### src/hwl_defines.svh
// hwl_defines.svh: offsets, field positions, reset values and counts
// for the hardware loop stacks.
// assumes: included by bare name after the package is compiled.
`ifndef HWL_DEFINES_SVH
`define HWL_DEFINES_SVH

// ==========================================================
// stack geometry
`define HWL_DEPTH        6
`define HWL_WIDTH        32
`define HWL_PTR_W        3

// ==========================================================
// register word offsets (byte addresses)
`define HWL_OFS_END_TOP  8'h00
`define HWL_OFS_CUR_CNT  8'h04
`define HWL_OFS_PEND_CNT 8'h08
`define HWL_OFS_STATUS   8'h0c
`define HWL_OFS_DEPTH    8'h10

// ==========================================================
// status fields and reset values
`define HWL_BIT_OVF      25
`define HWL_BIT_EMPTY    26
`define HWL_ALL_ONES     32'hffffffff
`define HWL_PEND_RST     32'h00000000

// ==========================================================
// short loop timing
`define HWL_NOP_CYCLES   2'h2
`define HWL_COND_EXTRA1  2'h3
`define HWL_COND_EXTRA1P 2'h2

`endif

### src/hwl_pkg.sv
// hwl_pkg.sv: types shared by the hardware loop stack files.
// assumes: nothing beyond a SystemVerilog compiler.
package hwl_pkg;

  // how long the loop body is, in instructions
  typedef logic [1:0] hwl_len_t;

  // short loop tracking states, one-hot
  typedef enum logic [2:0]
  {
    HWL_IDLE = 3'b001,
    HWL_RUN  = 3'b010,
    HWL_NOPS = 3'b100
  } hwl_state_e;

endpackage

### src/hwl_short_loop.sv
// hwl_short_loop.sv: pipeline timing for short loops: nop insertion,
// interrupt delay and extra iterations after a condition turns true.
// assumes: strobes from the sequencer are one-cycle pulses on clock.
`timescale 1ns/1ns
`default_nettype none

`include "hwl_defines.svh"

module hwl_short_loop
  import hwl_pkg::*;
(
  input  wire logic            clock,
  input  wire logic            srst,
  input  wire logic            loop_start,
  input  wire logic [1:0]      loop_len,
  input  wire logic            loop_counted,
  input  wire logic [31:0]     loop_iters,
  input  wire logic            iter_exec,
  input  wire logic            loop_exit,
  input  wire logic            cond_true,
  input  wire logic            cond_at_second,
  input  wire logic            program_memory_access,
  output logic                 nop_insert,
  output logic                 irq_delay,
  output logic [1:0]           extra_iters
);

  hwl_state_e  state;
  hwl_state_e  next_state;
  logic [31:0] remain;
  logic [1:0]  nop_cnt;
  logic [1:0]  len;
  logic        counted;
  logic        short_case;

  // ==========================================================
  // classification of the loop being run
  wire is_len1    = (len == 2'h1);
  wire is_len2    = (len == 2'h2);
  // short counted loops pay two cycles to flush the pipeline
  wire start_short = loop_counted &&
                     (((loop_len == 2'h1) &&
                       ((loop_iters == 32'h1) || (loop_iters == 32'h2))) ||
                      ((loop_len == 2'h2) && (loop_iters == 32'h1)));
  wire last_iter  = (remain == 32'h1);
  wire third_last = (remain == 32'h3);

  // ==========================================================
  // next state
  always_comb
  begin
    next_state = state;
    case (state)
      HWL_IDLE: if (loop_start) next_state = HWL_RUN;
      HWL_RUN:
      begin
        if (loop_exit)
        begin
          next_state = (counted && short_case) ? HWL_NOPS : HWL_IDLE;
        end
      end
      HWL_NOPS: if (nop_cnt == 2'h1) next_state = HWL_IDLE;
      default:  next_state = HWL_IDLE;
    endcase
  end

  // ==========================================================
  // state and iteration tracking
  always_ff @(posedge clock)
  begin
    if (srst)
    begin
      state      <= HWL_IDLE;
      remain     <= 32'h0;
      nop_cnt    <= 2'h0;
      len        <= 2'h0;
      counted    <= 1'b0;
      short_case <= 1'b0;
    end
    else
    begin
      state <= next_state;
      if (loop_start)
      begin
        remain     <= loop_iters;
        len        <= loop_len;
        counted    <= loop_counted;
        short_case <= start_short;
      end
      else if (iter_exec && (remain != 32'h0))
      begin
        remain <= remain - 32'h1;
      end
      // two suppressed fetches become two nop cycles
      if ((state == HWL_RUN) && (next_state == HWL_NOPS))
      begin
        nop_cnt <= `HWL_NOP_CYCLES;
      end
      else if (nop_cnt != 2'h0)
      begin
        nop_cnt <= nop_cnt - 2'h1;
      end
    end
  end

  assign nop_insert = (state == HWL_NOPS);

  // interrupt held near short loop ends and for both nop cycles
  assign irq_delay =
    ((state == HWL_RUN) && counted && short_case && last_iter) ||
    (state == HWL_NOPS) ||
    ((state == HWL_RUN) && counted && is_len1 && !short_case &&
     third_last);

  // ==========================================================
  // extra passes after a termination condition turns true
  always_ff @(posedge clock)
  begin
    if (srst)
    begin
      extra_iters <= 2'h0;
    end
    else if (cond_true && (state == HWL_RUN) && !counted)
    begin
      if (is_len1)
      begin
        // memory access in the body shortens the tail
        extra_iters <= program_memory_access ? `HWL_COND_EXTRA1P
                                             : `HWL_COND_EXTRA1;
      end
      else if (is_len2)
      begin
        extra_iters <= cond_at_second ? 2'h2 : 2'h1;
      end
      else
      begin
        extra_iters <= 2'h0; // finish this pass only
      end
    end
  end

endmodule

`default_nettype wire

### src/hwl_loop_stacks.sv
// hwl_loop_stacks.sv: loop end-address stack and loop count stack with
// a classic wishbone register port, plus short loop timing.
// assumes: sequencer strobes are one-cycle pulses synchronous to clock.
`timescale 1ns/1ns
`default_nettype none

`include "hwl_defines.svh"

module hwl_loop_stacks
  import hwl_pkg::*;
(
  input  wire logic        clock,
  input  wire logic        srst,
  // wishbone classic slave
  input  wire logic        wb_cyc_i,
  input  wire logic        wb_stb_i,
  input  wire logic        wb_we_i,
  input  wire logic [7:0]  wb_adr_i,
  input  wire logic [3:0]  wb_sel_i,
  input  wire logic [31:0] wb_dat_i,
  output logic [31:0]      wb_dat_o,
  output logic             wb_ack_o,
  // sequencer side
  input  wire logic        loop_push,
  input  wire logic [31:0] loop_push_end,
  input  wire logic        loop_push_counted,
  input  wire logic [1:0]  loop_push_len,
  input  wire logic        loop_pop,
  input  wire logic        loop_term_pop,
  input  wire logic        iter_dec,
  input  wire logic        iter_exec,
  input  wire logic        cond_true,
  input  wire logic        cond_at_second,
  input  wire logic        program_memory_access,
  output logic             count_expired_condition,
  output logic             loop_stack_overflow_flag,
  output logic             loop_stack_empty_flag,
  output logic             overflow_irq,
  output logic             nop_insert,
  output logic             irq_delay,
  output logic [1:0]       extra_iters
);

  // ==========================================================
  // storage
  logic [31:0]            end_stack [`HWL_DEPTH];
  logic [31:0]            cnt_stack [`HWL_DEPTH];
  logic [`HWL_DEPTH-1:0]  counted_stack;
  logic [`HWL_PTR_W-1:0]  depth;
  logic [31:0]            pending;
  logic                   ovf;
  logic                   ack;
  logic [31:0]            rd_data;

  // ==========================================================
  // bus decode
  wire bus_req  = wb_cyc_i && wb_stb_i && !ack;
  wire bus_wr   = bus_req && wb_we_i;
  wire sel_end  = (wb_adr_i == `HWL_OFS_END_TOP);
  wire sel_cur  = (wb_adr_i == `HWL_OFS_CUR_CNT);
  wire sel_pend = (wb_adr_i == `HWL_OFS_PEND_CNT);
  wire sel_stat = (wb_adr_i == `HWL_OFS_STATUS);
  wire sel_dep  = (wb_adr_i == `HWL_OFS_DEPTH);

  // byte-lane merge helper for writes
  function automatic logic [31:0] merge(input logic [31:0] old,
                                        input logic [31:0] nw,
                                        input logic [3:0]  sel);
    logic [31:0] r;
    r = old;
    for (int b = 0; b < 4; b++)
    begin
      if (sel[b]) r[b*8 +: 8] = nw[b*8 +: 8];
    end
    return r;
  endfunction

  // ==========================================================
  // stack state
  wire is_empty = (depth == `HWL_PTR_W'(0));
  wire is_full  = (depth == `HWL_PTR_W'(`HWL_DEPTH));
  wire [`HWL_PTR_W-1:0] top = depth - `HWL_PTR_W'(1);

  wire do_push  = loop_push && !is_full;
  wire push_ovf = loop_push && is_full;
  // early termination pop and explicit pop share one path
  wire do_pop   = (loop_pop || loop_term_pop) && !loop_push && !is_empty;

  wire [31:0] top_end   = is_empty ? `HWL_ALL_ONES : end_stack[top];
  wire [31:0] top_cnt   = is_empty ? `HWL_ALL_ONES : cnt_stack[top];
  wire        top_count = !is_empty && counted_stack[top];

  // bus writes to the top entries, pending and status, never moving the pointer
  wire wr_end = bus_wr && sel_end && !is_empty;
  // only a running counted loop accepts a new count
  wire wr_cur = bus_wr && sel_cur && top_count;
  wire wr_pen = bus_wr && sel_pend;
  wire wr_st  = bus_wr && sel_stat;

  // ==========================================================
  // depth pointer: only push and pop move it
  always_ff @(posedge clock)
  begin
    if (srst)
    begin
      depth <= `HWL_PTR_W'(0);
    end
    else if (do_push)
    begin
      depth <= depth + `HWL_PTR_W'(1);
    end
    else if (do_pop)
    begin
      depth <= depth - `HWL_PTR_W'(1);
    end
  end

  // ==========================================================
  // per-entry storage; both stacks write at the same index
  generate
    for (genvar i = 0; i < `HWL_DEPTH; i++)
    begin : g_entry
      wire at_push = do_push && (depth == `HWL_PTR_W'(i));
      wire at_top  = !is_empty && (top == `HWL_PTR_W'(i));
      always_ff @(posedge clock)
      begin
        if (srst)
        begin
          end_stack[i]     <= 32'h0;
          cnt_stack[i]     <= 32'h0;
          counted_stack[i] <= 1'b0;
        end
        else if (at_push)
        begin
          end_stack[i]     <= loop_push_end;
          // pending becomes current, older count stays below
          cnt_stack[i]     <= pending;
          counted_stack[i] <= loop_push_counted;
        end
        else if (at_top)
        begin
          if (wr_end)
          begin
            end_stack[i] <= merge(end_stack[i], wb_dat_i, wb_sel_i);
          end
          if (wr_cur)
          begin
            cnt_stack[i] <= merge(cnt_stack[i], wb_dat_i, wb_sel_i);
          end
          else if (iter_dec && counted_stack[i])
          begin
            // zero wraps to all ones, giving 2^32 passes
            cnt_stack[i] <= cnt_stack[i] - 32'h1;
          end
        end
      end
    end
  endgenerate

  // ==========================================================
  // pending count register
  always_ff @(posedge clock)
  begin
    if (srst)
    begin
      pending <= `HWL_PEND_RST;
    end
    else if (wr_pen)
    begin
      pending <= merge(pending, wb_dat_i, wb_sel_i);
    end
  end

  // ==========================================================
  // sticky overflow; a new overflow beats a software clear
  always_ff @(posedge clock)
  begin
    if (srst)
    begin
      ovf <= 1'b0;
    end
    else if (push_ovf)
    begin
      ovf <= 1'b1;
    end
    else if (wr_st && wb_sel_i[3] && wb_dat_i[`HWL_BIT_OVF])
    begin
      ovf <= 1'b0; // write one to clear
    end
  end

  assign loop_stack_overflow_flag = ovf;
  assign overflow_irq             = ovf;      // masked by the core
  assign loop_stack_empty_flag    = is_empty;
  // expires when the executing counted loop is on its last count
  assign count_expired_condition  = top_count && (top_cnt == 32'h1);

  // ==========================================================
  // read mux; pending while full is left as is
  always_comb
  begin
    rd_data = 32'h0;
    if (sel_end)  rd_data = top_end;
    if (sel_cur)  rd_data = top_cnt;
    if (sel_pend) rd_data = pending;
    if (sel_stat)
    begin
      rd_data[`HWL_BIT_OVF]   = ovf;
      rd_data[`HWL_BIT_EMPTY] = is_empty;
    end
    if (sel_dep)  rd_data = {29'h0, depth};
  end

  // ==========================================================
  // bus answer: one wait state, unmapped reads give zero
  always_ff @(posedge clock)
  begin
    if (srst)
    begin
      ack      <= 1'b0;
      wb_dat_o <= 32'h0;
    end
    else
    begin
      ack      <= bus_req;
      wb_dat_o <= bus_req ? rd_data : wb_dat_o;
    end
  end

  assign wb_ack_o = ack;

  // ==========================================================
  // short loop timing engine
  hwl_short_loop u_short
  (
    .clock                 (clock),
    .srst                  (srst),
    .loop_start            (do_push),
    .loop_len              (loop_push_len),
    .loop_counted          (loop_push_counted),
    .loop_iters            (pending),
    .iter_exec             (iter_exec),
    .loop_exit             (loop_term_pop),
    .cond_true             (cond_true),
    .cond_at_second        (cond_at_second),
    .program_memory_access (program_memory_access),
    .nop_insert            (nop_insert),
    .irq_delay             (irq_delay),
    .extra_iters           (extra_iters)
  );

endmodule

`default_nettype wire

### config.mk
export PLATFORM = sky130hd
export DESIGN_NAME = hwl_loop_stacks
export DESIGN_NICKNAME = d
export VERILOG_FILES = /design/src/hwl_pkg.sv /design/src/hwl_short_loop.sv /design/src/hwl_loop_stacks.sv
export VERILOG_INCLUDE_DIRS = /design/src
export SDC_FILE = /design/constraint.sdc
export NUM_CORES = 1
export LEC_CHECK = 0
export BUFFER_PORTS_ARGS = -buffer_cell sky130_fd_sc_hd__buf_2
export CAP_MARGIN = 20
export CORE_MARGIN = 1
export CORE_UTILIZATION = 25
export CTS_CLUSTER_SIZE = 40
export DETAILED_ROUTE_END_ITERATION = 8
export SYNTH_ARGS = -nofsm -noshare
export SYNTH_HDL_FRONTEND = slang
export SYNTH_SLANG_ARGS = --single-unit
### constraint.sdc
create_clock -name clock -period 5.5 [get_ports clock]
set_clock_uncertainty 0.15 [all_clocks]
set_input_delay 0.825 -clock clock [delete_from_list [all_inputs] [get_ports clock]]
set_output_delay 0.825 -clock clock [all_outputs]
set_load 0.02 [all_outputs]
* After elaboration in Yosys (flattened, before gate mapping)
Memories as Yosys holds them, arrays and structs flattened.
Index checks and enable logic that the tools add are counted.
** Word-level totals
- Register bits after elaboration :: 118
- Output and inout bits :: 41
- Memory bits (writable) :: 384
- Memories :: 2
** Memory list
- cnt_stack :: words 6, bits a word 32, read ports 7, clocked after Yosys merged registers in 0, write ports 6, RTL line hwl_loop_stacks.sv:47 : logic [31:0] cnt_stack [`HWL_DEPTH];
- end_stack :: words 6, bits a word 32, read ports 1, clocked after Yosys merged registers in 0, write ports 6, RTL line hwl_loop_stacks.sv:46 : logic [31:0] end_stack [`HWL_DEPTH];
** Operators by class
- Reduce and logical (&&, ||, !) cells :: 98
- Order comparisons :: 1
- Add/subtract/negate cells :: 10
- Muxes and demuxes :: 420
- Eq/ne operators :: 53
- Bitwise gates (word level) :: 48
** Operators with widths (count)
- $mux 8 :: 264
- $mux 32 :: 32
- $sub 32x1->32 const B :: 7
- $ne 5x5->1 const B :: 24
- $mux 1 :: 110
- $eq 32x1->1 const B :: 3
- $eq 32x2->1 const B :: 2
- $reduce_and 2->1 :: 28
- $logic_and 1x1->1 :: 49
- $or 1x1->1 :: 48
- $reduce_bool 32->1 :: 1
- $eq 3x3->1 const B :: 7
- $mux 3 :: 6
- $eq 8x4->1 const B :: 2
- $eq 3x2->1 const B :: 5
- $mux 2 :: 6
- $reduce_bool 2->1 :: 5
- $eq 3x1->1 const B :: 3
- $pmux 3 s3 :: 1
- $eq 8x3->1 const B :: 1
- $eq 8x5->1 const B :: 1
- $logic_not 8->1 :: 1
- $eq 2x1->1 const B :: 3
- $logic_not 1->1 :: 6
- 9 further kinds :: 15

* Longest topological paths before layout
- Depth after elaboration :: 12
- Depth in mapped cells :: 16

* Hierarchy
Synthesis repeated with hierarchy kept, for this count alone.
** Unflattened totals
- Cells, all modules :: 2946
- Area, all modules :: 30063.8 µm²
** By module, submodules not included
- hwl_loop_stacks :: sequential area each 13032.5 µm², cells an instance 2630, instances 1, area each 27483.9 µm²
- hwl_short_loop :: sequential area each 860.8 µm², cells an instance 316, instances 1, area each 2580.0 µm²

* Least setup slack after synthesis
Ideal clock, no wire load.
- Path kind :: register -> output
- Start point :: register depth[0]
- End point :: output count_expired_condition
- Data required time :: 4525 ps
- Path buffers :: 7
- Data arrival time :: 4581 ps
- Stages on the path, launching flop included :: 15
- Setup slack :: -56 ps
- Cell sequence :: dfxtp_1 > buf_2 > buf_4 > buf_2 > clkinv_1 > clkbuf_1 > ha_1 > buf_2 > clkbuf_1 > buf_1 > mux4_2 > a22oi_1 > nand3_1 > or4_1 > nor4_1
** Between the ends
- Word-level cells in the longest chain between the ends :: 5
- Elaborated cells on any way between the ends :: 10
** RTL lines
- from (decl) :: RTL line hwl_loop_stacks.sv:49 : logic [`HWL_PTR_W-1:0] depth;
- from (signal assigned) :: RTL line hwl_loop_stacks.sv:106 : depth <= `HWL_PTR_W'(0);
- from (signal assigned) :: RTL line hwl_loop_stacks.sv:110 : depth <= depth + `HWL_PTR_W'(1);
- from (signal assigned) :: RTL line hwl_loop_stacks.sv:114 : depth <= depth - `HWL_PTR_W'(1);
- $sub 3x1->3 :: RTL line hwl_loop_stacks.sv:82 : wire [`HWL_PTR_W-1:0] top = depth - `HWL_PTR_W'(1);
- $mem_v2 6x32 or $bmux 1 s3 (tied branches)
- $mux 32 or $mux 1 (tied branches) :: RTL line hwl_loop_stacks.sv:90, hwl_loop_stacks.sv:91
- $eq 32x1->1 or $logic_and 1x1->1 (tied branches) :: RTL line hwl_loop_stacks.sv:196, hwl_loop_stacks.sv:91
- $logic_and 1x1->1 (*) :: RTL line hwl_loop_stacks.sv:196 : assign count_expired_condition = top_count && (top_cnt == 32'h1);
- to (decl) :: RTL line hwl_loop_stacks.sv:35 : output logic count_expired_condition,
Mark *: on every way between the ends. The rest lies on a longest branch, timed or not. The select of a mux whose other input is x is not followed.

* Worst setup path after layout
Same ends and word-level chain as after synthesis.

==> flow_summary.json <==
{
  "synth_edf_count": 384,
  "yosysWarnings": 0,
  "root_buffer": "clkbuf_16",
  "crit_chain": "clkinv_1 > ha_4 > buf_4 > mux4_2 > o41a_1 > a31oi_1 > nand4_1 > or4_1 > nor4_2 > buf_2",
  "die_h_um": 346.9,
  "clock.fmax_mhz": 182.8,
  "drcViolationCount": 0,
  "setup_tns_ns": 0,
  "ios": 133,
  "multi_input_area_um2": 14820,
  "seqCellArea_um2": 13900,
  "post-route-min-period_ns": 5.469,
  "synth_common_cells": "edfxtp_1, nor2_1, clkbuf_1, a22o_1, o21ai_0",
  "start_kind": "flip-flop",
  "grt_max_degree": 125,
  "synthesis.instances": 2855,
  "clockBufferDepth": 3,
  "critical_path_class": "flip-flop to output pin",
  "synth_cell_types": 74,
  "ys_ff_latch": 502,
  "whs_path_depth": 3,
  "path_delay_family": "simple AND/OR/NAND/NOR gates",
  "async_reset_ff_frac": 0,
  "synth_flop_cell": "edfxtp_1",
  "nFillCells": 12198,
  "grt_usage": 0.2117,
  "cp.depth": 10,
  "layout_setup_ws_ns": 0.03085,
  "slew_headroom": 0.2490,
  "finalHoldViolations": 0,
  "synth_xor_area_frac": 0.05860,
  "drtPass1Iterations": 6,
  "path_clk_slew_ns": 0.06,
  "power_density_nw_per_um2": 329.9,
  "finalSetupViolCount": 0,
  "ir_drop_uv": 274.4,
  "drv_cap": 0,
  "layout-drive-gt1-share": 0.1575,
  "ys_top_cells_by_area": "edfxtp_1, dfxtp_1, a22o_1",
  "crit_fanout": 24,
  "ant_nets": 0,
  "die_area_um2": 120400,
  "status": "finished clean",
  "synth_most_common_cell": "edfxtp_1",
  "cpPeakStageDelay_ns": 0.60,
  "insertion_delay_ns": 0.68,
  "dp_slack_ns": 0.7438,
  "leakagePower_uw": 0.01173,
  "wire_per_inst_um": 29.53,
  "cts_resized": 0,
  "path_buf_inv": 3,
  "grt_pass1_wl_um": 185500,
  "grt_pass1_vias": 24828,
  "area_growth_pct": 15.45,
  "port-buffer-count": 132,
  "hp-class": "input port to flip-flop",
  "synth_fa_ha_area_frac": 0.007151,
  "synth_nets": 2964,
  "rsz0062_at_grt": "false",
  "fp-row-count": 126,
  "coreArea_um2": 118100,
  "routabilityCongestion": 1.078,
  "cts_made_buffers": 58,
  "yosysTopAreaCellShare": 0.3877,
  "arrival_ns": 4.49,
  "wirelength_um": 132800,
  "tritoncts": "yes",
  "drt_iter0_drc": 3777,
  "vias": 26503,
  "synth_mux_area_frac": 0.07921,
  "finalCritPeriodShare": 0.9944,
  "required_ns": 4.53,
  "h-tree-depth": 2,
  "post_cts_buffers": 0,
  "hpwl_um": 96460,
  "avgSynthCellArea_um2": 10.42,
  "yosys.area_share.simple": 0.1405,
  "die_w_um": 346.9,
  "viasPerCell": 5.891,
  "crit_slowest_cell": "ha_4",
  "antenna_found_initial": 20,
  "synth_top_area_cell": "edfxtp_1",
  "fin_nets": 3012,
  "tightest_slew_ns": 1.125,
  "synth_compound_area_frac": 0.2093,
  "cts.hold.buffers_added": 0,
  "synth_top_family_by_area": "compound AO/OA/AOI/OAI gates",
  "worst_setup_path_end_kind": "output pin",
  "syn_area_um2": 29740,
  "grt_overflow": 0,
  "ys_seq_area_frac": 0.4671,
  "cts_sinks": 502,
  "reg2reg_depth": 9,
  "drv_slew": 0,
  "initial_core_util": 0.2519
}
[kinds of logic after synthesis]
family | count (synthesis)
muxes | 169
and+or+nand+nor | 799
adders and majority gates | 17
AOI/OAI and AO/OA | 879
buffers and inverters | 290
xor gates and xnor gates | 199
DFF | 502
[report_power, final]
| part | switching, µW | leakage [µW] | internal, µW |
|---|---|---|---|
| clock network | 1750 | 0.000965 | 2340 |
| logic | 1770 | 0.00580 | 877 |
| registers | 239 | 0.00497 | 4360 |
[layout by cell type (no fill, tap or decap), types with 42 or more instances in the layout]
cell	Yosys	routed
dfxtp_1	118	117
nor2_1	225	217
mux4_2	52	52
xnor2_1	133	133
buf_2	23	132
or3_1	42	42
buf_4	3	115
nor3_1	71	68
mux2i_1	106	106
a22o_1	209	209
a21oi_1	166	166
xor2_1	66	66
edfxtp_1	384	384
clkbuf_16	0	61
nand2_1	155	154
nor4_1	58	57
a22oi_1	89	89
a221oi_1	87	87
o21ai_0	173	173
[state kept, by name (all words and copies together) (netlist names), 3 cells and up]
signal          cells
u_short.remain     32
counted_stack       6
depth               3
cnt_stack         192
end_stack         192
pending            32
u_short.state       3
wb_dat_o           32
[worst min-delay path: cells and delay by family]
family	cells	cell delay, ns
and+or+nand+nor	1	0.06
AOI/OAI and AO/OA	1	0.05
buffers and inverters	1	0.13
[final timing paths]
path / start / to / slack [ns]
setup / recovery: depth[0] / count_expired_condition / 0.03
hold / removal: loop_push_len[0] / u_short.len[0] / 0.28
setup reg to reg: depth[0] / cnt_stack[1][17] / 0.75
hold reg to reg: wb_dat_o[28] / wb_dat_o[28] / 0.30
[stage by stage]
stage                     instances  utilization  power, µW  area [µm²]  hold slack, ns
after floorplan                2855            -       6153       29750          0.2838
after global placement         4375       0.2733       7192       32270          0.2790
after detailed placement       4377       0.2735       7210       32300          0.2853
after CTS                      4486       0.2905      11250       34300          0.2526
after global routing           4490       0.2906      11610       34320          0.2725
final                          4499       0.2908      11330       34340          0.2789
[area by class of cell]
type                    instances  area share
multi-input cells            2063      0.4314
flip-flops and latches        502      0.4047
well taps                    1536     0.05596
clock buffers                  79     0.04758
repair buffers                250     0.04569
clock inverters                30     0.01082
inverters                      28    0.003060
diodes                         11   0.0008015
[routing by layer]
metal | vias to the layer above | GRT usage | wire [µm]
met3 | 420 | 0.06627 | 15810
met2 | 1794 | 0.3215 | 57830
met5 | - | 0 | 131
met4 | 22 | 0.1153 | 8301
li1 | 11230 | - | -
met1 | 13037 | 0.2664 | 50770
No activity file was read; power rests on OpenSTA's default activity.
